--- src/aecb_pkg.sv ---
package aecb_pkg;
  // byte addresses in configuration memory
  localparam logic [15:0] ADDR_ENGINE = 16'h2000;
  localparam logic [15:0] ADDR_POL = 16'h2002;
  localparam logic [15:0] ADDR_CONV = 16'h2005;
  localparam logic [15:0] ADDR_BATT = 16'h2020;
  localparam logic [15:0] ADDR_BOOT = 16'h20A7;
  localparam logic [15:0] ADDR_PROG = 16'h20A8;
  localparam logic [15:0] ADDR_SWAP_EN = 16'h20AB;
  localparam logic [15:0] ADDR_SWAP_AB = 16'h20AC;
  localparam logic [15:0] ADDR_SWAP_CD = 16'h20AD;
  // bit positions
  localparam int BIT_CLK_SEL = 3;
  localparam int BIT_RUN_EN = 4;
  localparam int BIT_POL_LO = 4;
  localparam int BIT_CONV_EN = 3;
  localparam int BIT_BATT = 6;
  localparam int BIT_SWAP_EN = 0;
  localparam int BIT_SWAP_LO = 0;
  localparam int BIT_SWAP_HI = 4;
  // reset and wake values
  localparam logic [7:0] RST_BOOT_SIZE = 8'h01;
  localparam logic [7:0] RST_PROG_LOC = 8'h31;
  localparam logic [1:0] RST_POL_MODE = 2'h0;
  // region granule is 1024 bytes
  localparam int REGION_SHIFT = 10;
  localparam int REGION_AW = 8 + REGION_SHIFT;
  // reference polarity modes
  localparam logic [1:0] MODE_TOGGLE_ALT = 2'h0;
  localparam logic [1:0] MODE_POS = 2'h1;
  localparam logic [1:0] MODE_REV = 2'h2;
  localparam logic [1:0] MODE_TOGGLE = 2'h3;

  function automatic logic [REGION_AW-1:0] region_base(input logic [7:0] v);
    return {v, {REGION_SHIFT{1'b0}}};
  endfunction
endpackage

--- src/aecb_chop_ctrl.sv ---
`timescale 1ns/1ns
module aecb_chop_ctrl (
  // clock and reset
  input wire logic mclk_in,
  input wire logic srst_in,
  // control
  input wire logic [1:0] mode_in,
  input wire logic frame_sync_in,
  input wire logic interval_end_in,
  // results
  output logic ref_swap_out,
  output logic alt_frame_request_out
);
  logic sync_prev_reg;
  logic sync_prev_next;
  logic swap_reg;
  logic swap_next;
  logic alt_reg;
  logic alt_next;
  logic sync_rise;

  assign sync_rise = frame_sync_in & ~sync_prev_reg;

  always_comb begin
    sync_prev_next = frame_sync_in;
    swap_next = swap_reg;
    alt_next = 1'b0;
    if (srst_in) begin
      sync_prev_next = 1'b0;
      swap_next = 1'b0;
    end else if (sync_rise) begin
      case (mode_in)
        aecb_pkg::MODE_POS: swap_next = 1'b0;
        aecb_pkg::MODE_REV: swap_next = 1'b1;
        aecb_pkg::MODE_TOGGLE: swap_next = ~swap_reg;
        aecb_pkg::MODE_TOGGLE_ALT: begin
          if (interval_end_in) begin
            alt_next = 1'b1;
          end else begin
            swap_next = ~swap_reg;
          end
        end
        default: swap_next = swap_reg;
      endcase
    end
  end

  always_ff @(posedge mclk_in) begin
    sync_prev_reg <= sync_prev_next;
    swap_reg <= swap_next;
    alt_reg <= alt_next;
  end

  assign ref_swap_out = swap_reg;
  assign alt_frame_request_out = alt_reg;
endmodule // aecb_chop_ctrl

--- src/aecb_config_bank.sv ---
`timescale 1ns/1ns
// What this block does
// - Converter enable clear keeps converter, reference and bias off; resets to 0.
// - Battery measure bit applies battery load and connects it to converter at once.
// - Boot region ends at 1024 times boot size field; reset and wake 01.
// - Engine clock select set picks 10 MHz, clear picks 5 MHz.
// - Engine program starts at 1024 times location field; reset and wake 0x31.
// - Reference swap updates only on frame sync rise; 01 positive, 10 reversed.
// - Mode 00 toggles except at interval end, where alternative frame is requested.
// - Mode 11 toggles at every frame sync, never requests alternative frame.
// - Four channel swap bits act only with master enable set; all reset 0.
// - Every bit takes its reset value on reset and wake value on wake, except battery measure, which wake keeps.
module aecb_config_bank (
  // clock and resets
  input wire logic mclk_in,
  input wire logic srst_in,
  input wire logic wake_in,
  // configuration memory port
  input wire logic [15:0] cfg_addr_in,
  input wire logic cfg_wr_in,
  input wire logic [7:0] cfg_wdata_in,
  input wire logic cfg_rd_in,
  output logic [7:0] cfg_rdata_out,
  output logic cfg_rvalid_out,
  // multiplexer timing
  input wire logic multiplexer_frame_sync_in,
  input wire logic accumulation_interval_in,
  // analogue front end controls
  output logic converter_on_out,
  output logic reference_on_out,
  output logic bias_current_on_out,
  output logic battery_load_on_out,
  output logic battery_to_converter_out,
  output logic reference_swap_out,
  output logic alternative_frame_request_out,
  output logic [3:0] current_swap_out,
  // engine and memory controls
  output logic engine_clock_fast_out,
  output logic engine_run_out,
  output logic engine_start_out,
  output logic [aecb_pkg::REGION_AW-1:0] engine_program_base_out,
  output logic [aecb_pkg::REGION_AW-1:0] boot_region_end_out
);
  logic clk_sel_reg;
  logic clk_sel_next;
  logic run_en_reg;
  logic run_en_next;
  logic [1:0] pol_mode_reg;
  logic [1:0] pol_mode_next;
  logic conv_en_reg;
  logic conv_en_next;
  logic batt_meas_reg;
  logic batt_meas_next;
  logic [7:0] boot_size_reg;
  logic [7:0] boot_size_next;
  logic [7:0] prog_loc_reg;
  logic [7:0] prog_loc_next;
  logic swap_master_reg;
  logic swap_master_next;
  logic [3:0] swap_chan_reg;
  logic [3:0] swap_chan_next;
  logic start_reg;
  logic start_next;
  logic [aecb_pkg::REGION_AW-1:0] prog_base_reg;
  logic [aecb_pkg::REGION_AW-1:0] prog_base_next;
  logic [7:0] rdata_reg;
  logic [7:0] rdata_next;
  logic rvalid_reg;
  logic rvalid_next;
  logic [7:0] rd_byte;

  // configuration bits
  always_comb begin
    clk_sel_next = clk_sel_reg;
    run_en_next = run_en_reg;
    pol_mode_next = pol_mode_reg;
    conv_en_next = conv_en_reg;
    batt_meas_next = batt_meas_reg;
    boot_size_next = boot_size_reg;
    prog_loc_next = prog_loc_reg;
    swap_master_next = swap_master_reg;
    swap_chan_next = swap_chan_reg;
    if (srst_in) begin
      clk_sel_next = 1'b0;
      run_en_next = 1'b0;
      pol_mode_next = aecb_pkg::RST_POL_MODE;
      conv_en_next = 1'b0;
      batt_meas_next = 1'b0;
      boot_size_next = aecb_pkg::RST_BOOT_SIZE;
      prog_loc_next = aecb_pkg::RST_PROG_LOC;
      swap_master_next = 1'b0;
      swap_chan_next = 4'h0;
    end else if (wake_in) begin
      // battery measure wake value is undefined: kept
      clk_sel_next = 1'b0;
      run_en_next = 1'b0;
      pol_mode_next = aecb_pkg::RST_POL_MODE;
      conv_en_next = 1'b0;
      boot_size_next = aecb_pkg::RST_BOOT_SIZE;
      prog_loc_next = aecb_pkg::RST_PROG_LOC;
      swap_master_next = 1'b0;
      swap_chan_next = 4'h0;
    end else if (cfg_wr_in) begin
      case (cfg_addr_in)
        aecb_pkg::ADDR_ENGINE: begin
          clk_sel_next = cfg_wdata_in[aecb_pkg::BIT_CLK_SEL];
          run_en_next = cfg_wdata_in[aecb_pkg::BIT_RUN_EN];
        end
        aecb_pkg::ADDR_POL: begin
          pol_mode_next = cfg_wdata_in[aecb_pkg::BIT_POL_LO +: 2];
        end
        aecb_pkg::ADDR_CONV: begin
          conv_en_next = cfg_wdata_in[aecb_pkg::BIT_CONV_EN];
        end
        aecb_pkg::ADDR_BATT: begin
          batt_meas_next = cfg_wdata_in[aecb_pkg::BIT_BATT];
        end
        aecb_pkg::ADDR_BOOT: begin
          boot_size_next = cfg_wdata_in;
        end
        aecb_pkg::ADDR_PROG: begin
          prog_loc_next = cfg_wdata_in;
        end
        aecb_pkg::ADDR_SWAP_EN: begin
          swap_master_next = cfg_wdata_in[aecb_pkg::BIT_SWAP_EN];
        end
        aecb_pkg::ADDR_SWAP_AB: begin
          swap_chan_next[0] = cfg_wdata_in[aecb_pkg::BIT_SWAP_LO];
          swap_chan_next[1] = cfg_wdata_in[aecb_pkg::BIT_SWAP_HI];
        end
        aecb_pkg::ADDR_SWAP_CD: begin
          swap_chan_next[2] = cfg_wdata_in[aecb_pkg::BIT_SWAP_LO];
          swap_chan_next[3] = cfg_wdata_in[aecb_pkg::BIT_SWAP_HI];
        end
        default: begin
          clk_sel_next = clk_sel_reg;
        end
      endcase
    end
  end

  always_ff @(posedge mclk_in) begin
    clk_sel_reg <= clk_sel_next;
    run_en_reg <= run_en_next;
    pol_mode_reg <= pol_mode_next;
    conv_en_reg <= conv_en_next;
    batt_meas_reg <= batt_meas_next;
    boot_size_reg <= boot_size_next;
    prog_loc_reg <= prog_loc_next;
    swap_master_reg <= swap_master_next;
    swap_chan_reg <= swap_chan_next;
  end

  // engine start: program base latched as the engine comes up
  always_comb begin
    start_next = run_en_next & ~run_en_reg;
    prog_base_next = prog_base_reg;
    if (srst_in) begin
      prog_base_next = aecb_pkg::region_base(aecb_pkg::RST_PROG_LOC);
    end else if (start_next) begin
      prog_base_next = aecb_pkg::region_base(prog_loc_next);
    end else if (!run_en_next) begin
      prog_base_next = aecb_pkg::region_base(prog_loc_next);
    end
  end

  always_ff @(posedge mclk_in) begin
    start_reg <= start_next;
    prog_base_reg <= prog_base_next;
  end

  // readback, unmapped bytes read zero
  always_comb begin
    rd_byte = 8'h00;
    case (cfg_addr_in)
      aecb_pkg::ADDR_ENGINE: begin
        rd_byte[aecb_pkg::BIT_CLK_SEL] = clk_sel_reg;
        rd_byte[aecb_pkg::BIT_RUN_EN] = run_en_reg;
      end
      aecb_pkg::ADDR_POL: rd_byte[aecb_pkg::BIT_POL_LO +: 2] = pol_mode_reg;
      aecb_pkg::ADDR_CONV: rd_byte[aecb_pkg::BIT_CONV_EN] = conv_en_reg;
      aecb_pkg::ADDR_BATT: rd_byte[aecb_pkg::BIT_BATT] = batt_meas_reg;
      aecb_pkg::ADDR_BOOT: rd_byte = boot_size_reg;
      aecb_pkg::ADDR_PROG: rd_byte = prog_loc_reg;
      aecb_pkg::ADDR_SWAP_EN: rd_byte[aecb_pkg::BIT_SWAP_EN] = swap_master_reg;
      aecb_pkg::ADDR_SWAP_AB: begin
        rd_byte[aecb_pkg::BIT_SWAP_LO] = swap_chan_reg[0];
        rd_byte[aecb_pkg::BIT_SWAP_HI] = swap_chan_reg[1];
      end
      aecb_pkg::ADDR_SWAP_CD: begin
        rd_byte[aecb_pkg::BIT_SWAP_LO] = swap_chan_reg[2];
        rd_byte[aecb_pkg::BIT_SWAP_HI] = swap_chan_reg[3];
      end
      default: rd_byte = 8'h00;
    endcase
    rvalid_next = cfg_rd_in & ~srst_in;
    rdata_next = rdata_reg;
    if (srst_in) begin
      rdata_next = 8'h00;
    end else if (cfg_rd_in) begin
      rdata_next = rd_byte;
    end
  end

  always_ff @(posedge mclk_in) begin
    rdata_reg <= rdata_next;
    rvalid_reg <= rvalid_next;
  end

  aecb_chop_ctrl aecb_chop_ctrl_i (
    .mclk_in(mclk_in),
    .srst_in(srst_in),
    .mode_in(pol_mode_reg),
    .frame_sync_in(multiplexer_frame_sync_in),
    .interval_end_in(accumulation_interval_in),
    .ref_swap_out(reference_swap_out),
    .alt_frame_request_out(alternative_frame_request_out)
  );

  assign cfg_rdata_out = rdata_reg;
  assign cfg_rvalid_out = rvalid_reg;
  assign converter_on_out = conv_en_reg;
  assign reference_on_out = conv_en_reg;
  assign bias_current_on_out = conv_en_reg;
  assign battery_load_on_out = batt_meas_reg;
  assign battery_to_converter_out = batt_meas_reg;
  assign current_swap_out = swap_chan_reg & {4{swap_master_reg}};
  assign engine_clock_fast_out = clk_sel_reg;
  assign engine_run_out = run_en_reg;
  assign engine_start_out = start_reg;
  assign engine_program_base_out = prog_base_reg;
  assign boot_region_end_out = aecb_pkg::region_base(boot_size_reg);

  // writes refused during wake are left out of the antecedents
  logic wr_conv;
  logic wr_engine;
  logic wr_batt;
  logic wr_boot;
  logic wr_swap_en;
  assign wr_conv = cfg_wr_in && !wake_in && cfg_addr_in == aecb_pkg::ADDR_CONV;
  assign wr_engine = cfg_wr_in && !wake_in && cfg_addr_in == aecb_pkg::ADDR_ENGINE;
  assign wr_batt = cfg_wr_in && !wake_in && cfg_addr_in == aecb_pkg::ADDR_BATT;
  assign wr_boot = cfg_wr_in && !wake_in && cfg_addr_in == aecb_pkg::ADDR_BOOT;
  assign wr_swap_en = cfg_wr_in && !wake_in && cfg_addr_in == aecb_pkg::ADDR_SWAP_EN;
endmodule // aecb_config_bank

--- config.mk ---
export PLATFORM = sky130hd
export DESIGN_NAME = aecb_config_bank
export DESIGN_NICKNAME = d
export VERILOG_FILES = /design/src/aecb_pkg.sv /design/src/aecb_chop_ctrl.sv /design/src/aecb_config_bank.sv
export SDC_FILE = /design/constraint.sdc
export NUM_CORES = 1
export LEC_CHECK = 0
export ABC_AREA = 1
export BUFFER_PORTS_ARGS = -buffer_cell sky130_fd_sc_hd__buf_4
export CELL_PAD_IN_SITES_DETAIL_PLACEMENT = 1
export CELL_PAD_IN_SITES_GLOBAL_PLACEMENT = 1
export CORE_ASPECT_RATIO = 0.9
export CORE_MARGIN = 2
export CORE_UTILIZATION = 31
export DETAILED_ROUTE_END_ITERATION = 10
export MAX_ROUTING_LAYER = met4
export PLACE_DENSITY_LB_ADDON = 0.1
export SLEW_MARGIN = 30
export SYNTH_ARGS = -nofsm -noshare
export SYNTH_HDL_FRONTEND = slang
export SYNTH_SLANG_ARGS = --single-unit
--- constraint.sdc ---
create_clock -name mclk_in -period 1.3 [get_ports mclk_in]
set_input_delay 0.195 -clock mclk_in [delete_from_list [all_inputs] [get_ports mclk_in]]
set_output_delay 0.195 -clock mclk_in [all_outputs]
set_load 0.05 [all_outputs]
==> results.toml <==
[placement]
gp_congestion = 0.769
dp_hpwl_mm = 5.89
placed_area_um2 = 3200
post-place-ws_ns = -0.252
port_buffers = 69
place_inst = 529

[floorplanning]
ios = 90
fp.dieH_um = 89.1
dieArea_um2 = 8770
die_w_um = 98.5
row_count = 31
start_util = 0.315
core-area_um2 = 7910

[setup_path]
cp_num_buf_inv = 1
rrSetupSlack_ns = 0.23
path_depth = 1
reg2reg_from = "pol_mode_reg[1]"
critPathSlowestCell = "dfxtp_1"
cp.arrival_ns = 1.05
start_kind = "flop"
crit_path_start = "engine_run_out"
cp_max_fo = 4
critPathRequiredTime_ns = 1.11
cpPeakStageDelay_ns = 0.49
r2r-end = "aecb_chop_ctrl_i.ref_swap_out"
critPathTopFamily = "flip-flops"
cp-endpoint = "engine_run_out"
worst_setup_path_end_kind = "output port"
worst_r2r_path_depth = 5
worstSetupPathType = "flop to output port"
cp_cell_sequence = "buf_4"

[worst_hold_path]
hold_class = "input port to flop"
hp-start = "multiplexer_frame_sync_in"

[timing]
setup_viol = 0
max_freq_ghz = 0.806
final_min_period_over_clock_period = 0.954
rsz0062_at_grt = "no"
maxSlewViolCount = 0
skew_ns = 0.00273
holdWs_ns = 0.110
setup_slack_ns = 0.0595
layout_min_cycle_time_ns = 1.24
hold_viol = 0

[detailed_routing]
viasPerCell = 4.60
ant_nets = 0
drt_wl_total_mm = 7.33
dr_total_vias = 2476
drtIter0Drc = 81
wl_per_cell_um = 13.6
first_pass_iters = 4
drc = 0

[clock_tree]
clock_sinks = 48
cts_buffer_depth = 2
cts_hold_buf = 0
clkLatencyLatePin_ns = 0.30
clk_pin_slew_ns = 0.09
tritoncts = "built"
numCtsBuffers = 5
cts_max_level = 2
clockRootBuffer = "clkbuf_8"

[logic_synthesis]
syn_inst = 346
syn_area_per_cell_um2 = 7.20
yosysWarningCount = 0
synth_area_um2 = 2490
ys_ff_latch = 48
ys_types = 32
synth_top_area_frac = 0.386
synth.top_cells.by_area = "dfxtp_1 39%, nand2_1 9.8%, nand3_1 7.8%, buf_4 7.2%, nor2_1 5.0%"
seq_area_frac_synth = 0.386
yosys.area.top_type = "dfxtp_1"

[cells_and_area]
final_area_um2 = 3330
fill_cells = 1028
layoutNonFillerInstCount = 538
drive_gt1_frac = 0.314
diodes = 0
synthToLayoutAreaGrowth_pct = 33.7
final_nets = 472
final_core_util = 0.421

[power]
max-vdd-ir-drop_mv = 0.356
p_per_area_nw_per_um2 = 875
p_leak_nw = 1.59

[status]
status = "finished, final reports clean"

[global_routing]
grt_max_degree = 16
grt.overflow.total = 0
grt.total_usage = 0.177
grt_pass1_wl_mm = 12.1
first_global_vias = 2494
antenna_found_initial = 0

[run]
max_cap_viol_count = 0
-- repair_timing --
action,CTS,global route
gates cloned,0,0
buffers inserted,0,1
gates resized for setup,1,5
pin swaps,0,1
endpoints found under the setup margin,1,14
-- per-stage QoR --
step	TNS, ns	total power [mW]
6_report	0	2.91
5_1_grt	0	3.04
4_1_cts	0	2.95
3_5_place_dp	-6.12	1.98
3_3_place_gp	-4.94	1.97
2_1_floorplan	0	1.84
-- worst min-delay path, stage by stage --
cell and delay (ns):
buf_4 0.07, inv_1 0.03, nor2_1 0.07
-- cells by family after synthesis --
family          Yosys count  synth area share
other cells               1           0.00150
fa+ha+maj                 3            0.0151
buf+inv                  69             0.149
simple gates            173             0.338
compound gates           52             0.111
flops                    48             0.386
-- metal layers --
metal,share of wire,up-vias,GRT usage
met4,0.010,0,0.0411
met5,0,-,-
met2,0.45,67,0.291
met3,0.051,9,0.0336
met1,0.49,1143,0.230
li1,-,1257,-
-- report_power, final --
part	switching, mW	internal [mW]	total (mW)	leakage [nW]
Combinational	0.314	0.137	0.451	1.14
Clock	0.537	0.436	0.973	0.0516
Sequential	0.00724	1.48	1.49	0.390
-- cell type report --
class	count	area [um2]	area share
well taps	99	124	0.0372
clock inverters	2	13.8	0.00413
repair buffers	97	753	0.226
inverters	38	145	0.0436
flip-flops and latches	48	963	0.289
clock buffers	6	82.6	0.0248
multi-input cells	248	1250	0.375
-- cell usage in the layout (no fill, tap or decap), drive strengths merged --
cell	count
buf	97
nand2	72
dfxtp	48
nor2	44
nand3	40
inv	36
a21oi	26
o21ai	21
conb	20
nand4	8
clkbuf	6
and2	5
clkinv	4
a31oi	3
ha	3
nor3	2
nor3b	1
a211oi	1
or2	1
o21bai	1
-- Yosys cell counts --
master    number
nor3b_1        1
nor2_1        33
and2_1         5
or2_2          1
dfxtp_1       48
inv_1         30
a21oi_1       24
o21bai_1       1
clkbuf_1       2
a21oi_2        2
ha_1           3
a211oi_1       1
clkinv_1       3
nand2_1       65
inv_2          4
inv_4          1
buf_2          3
o21ai_0       19
nor2_2         5
buf_6          2
nor3_1         2
conb_1         1
o21ai_1        2
nand4_2        1
a31oi_1        3
nand3_1       39
nand3_4        1
nand2_2        7
nand4_1        7
nor2_4         5
buf_4         24
nor2_8         1
-- how the worst min path moves through the flow --
stage / cells past startpoint / slack [ns] / endpoint
2_1_floorplan: 2 / 0.32 / aecb_chop_ctrl_i.sync_prev_reg
3_3_place_gp: 3 / 0.41 / aecb_chop_ctrl_i.sync_prev_reg
3_5_place_dp: 3 / 0.42 / aecb_chop_ctrl_i.sync_prev_reg
4_1_cts: 3 / 0.10 / aecb_chop_ctrl_i.sync_prev_reg
5_1_grt: 3 / 0.11 / aecb_chop_ctrl_i.sync_prev_reg
6_report: 3 / 0.11 / aecb_chop_ctrl_i.sync_prev_reg
No activity file was read; power rests on OpenSTA's default activity.
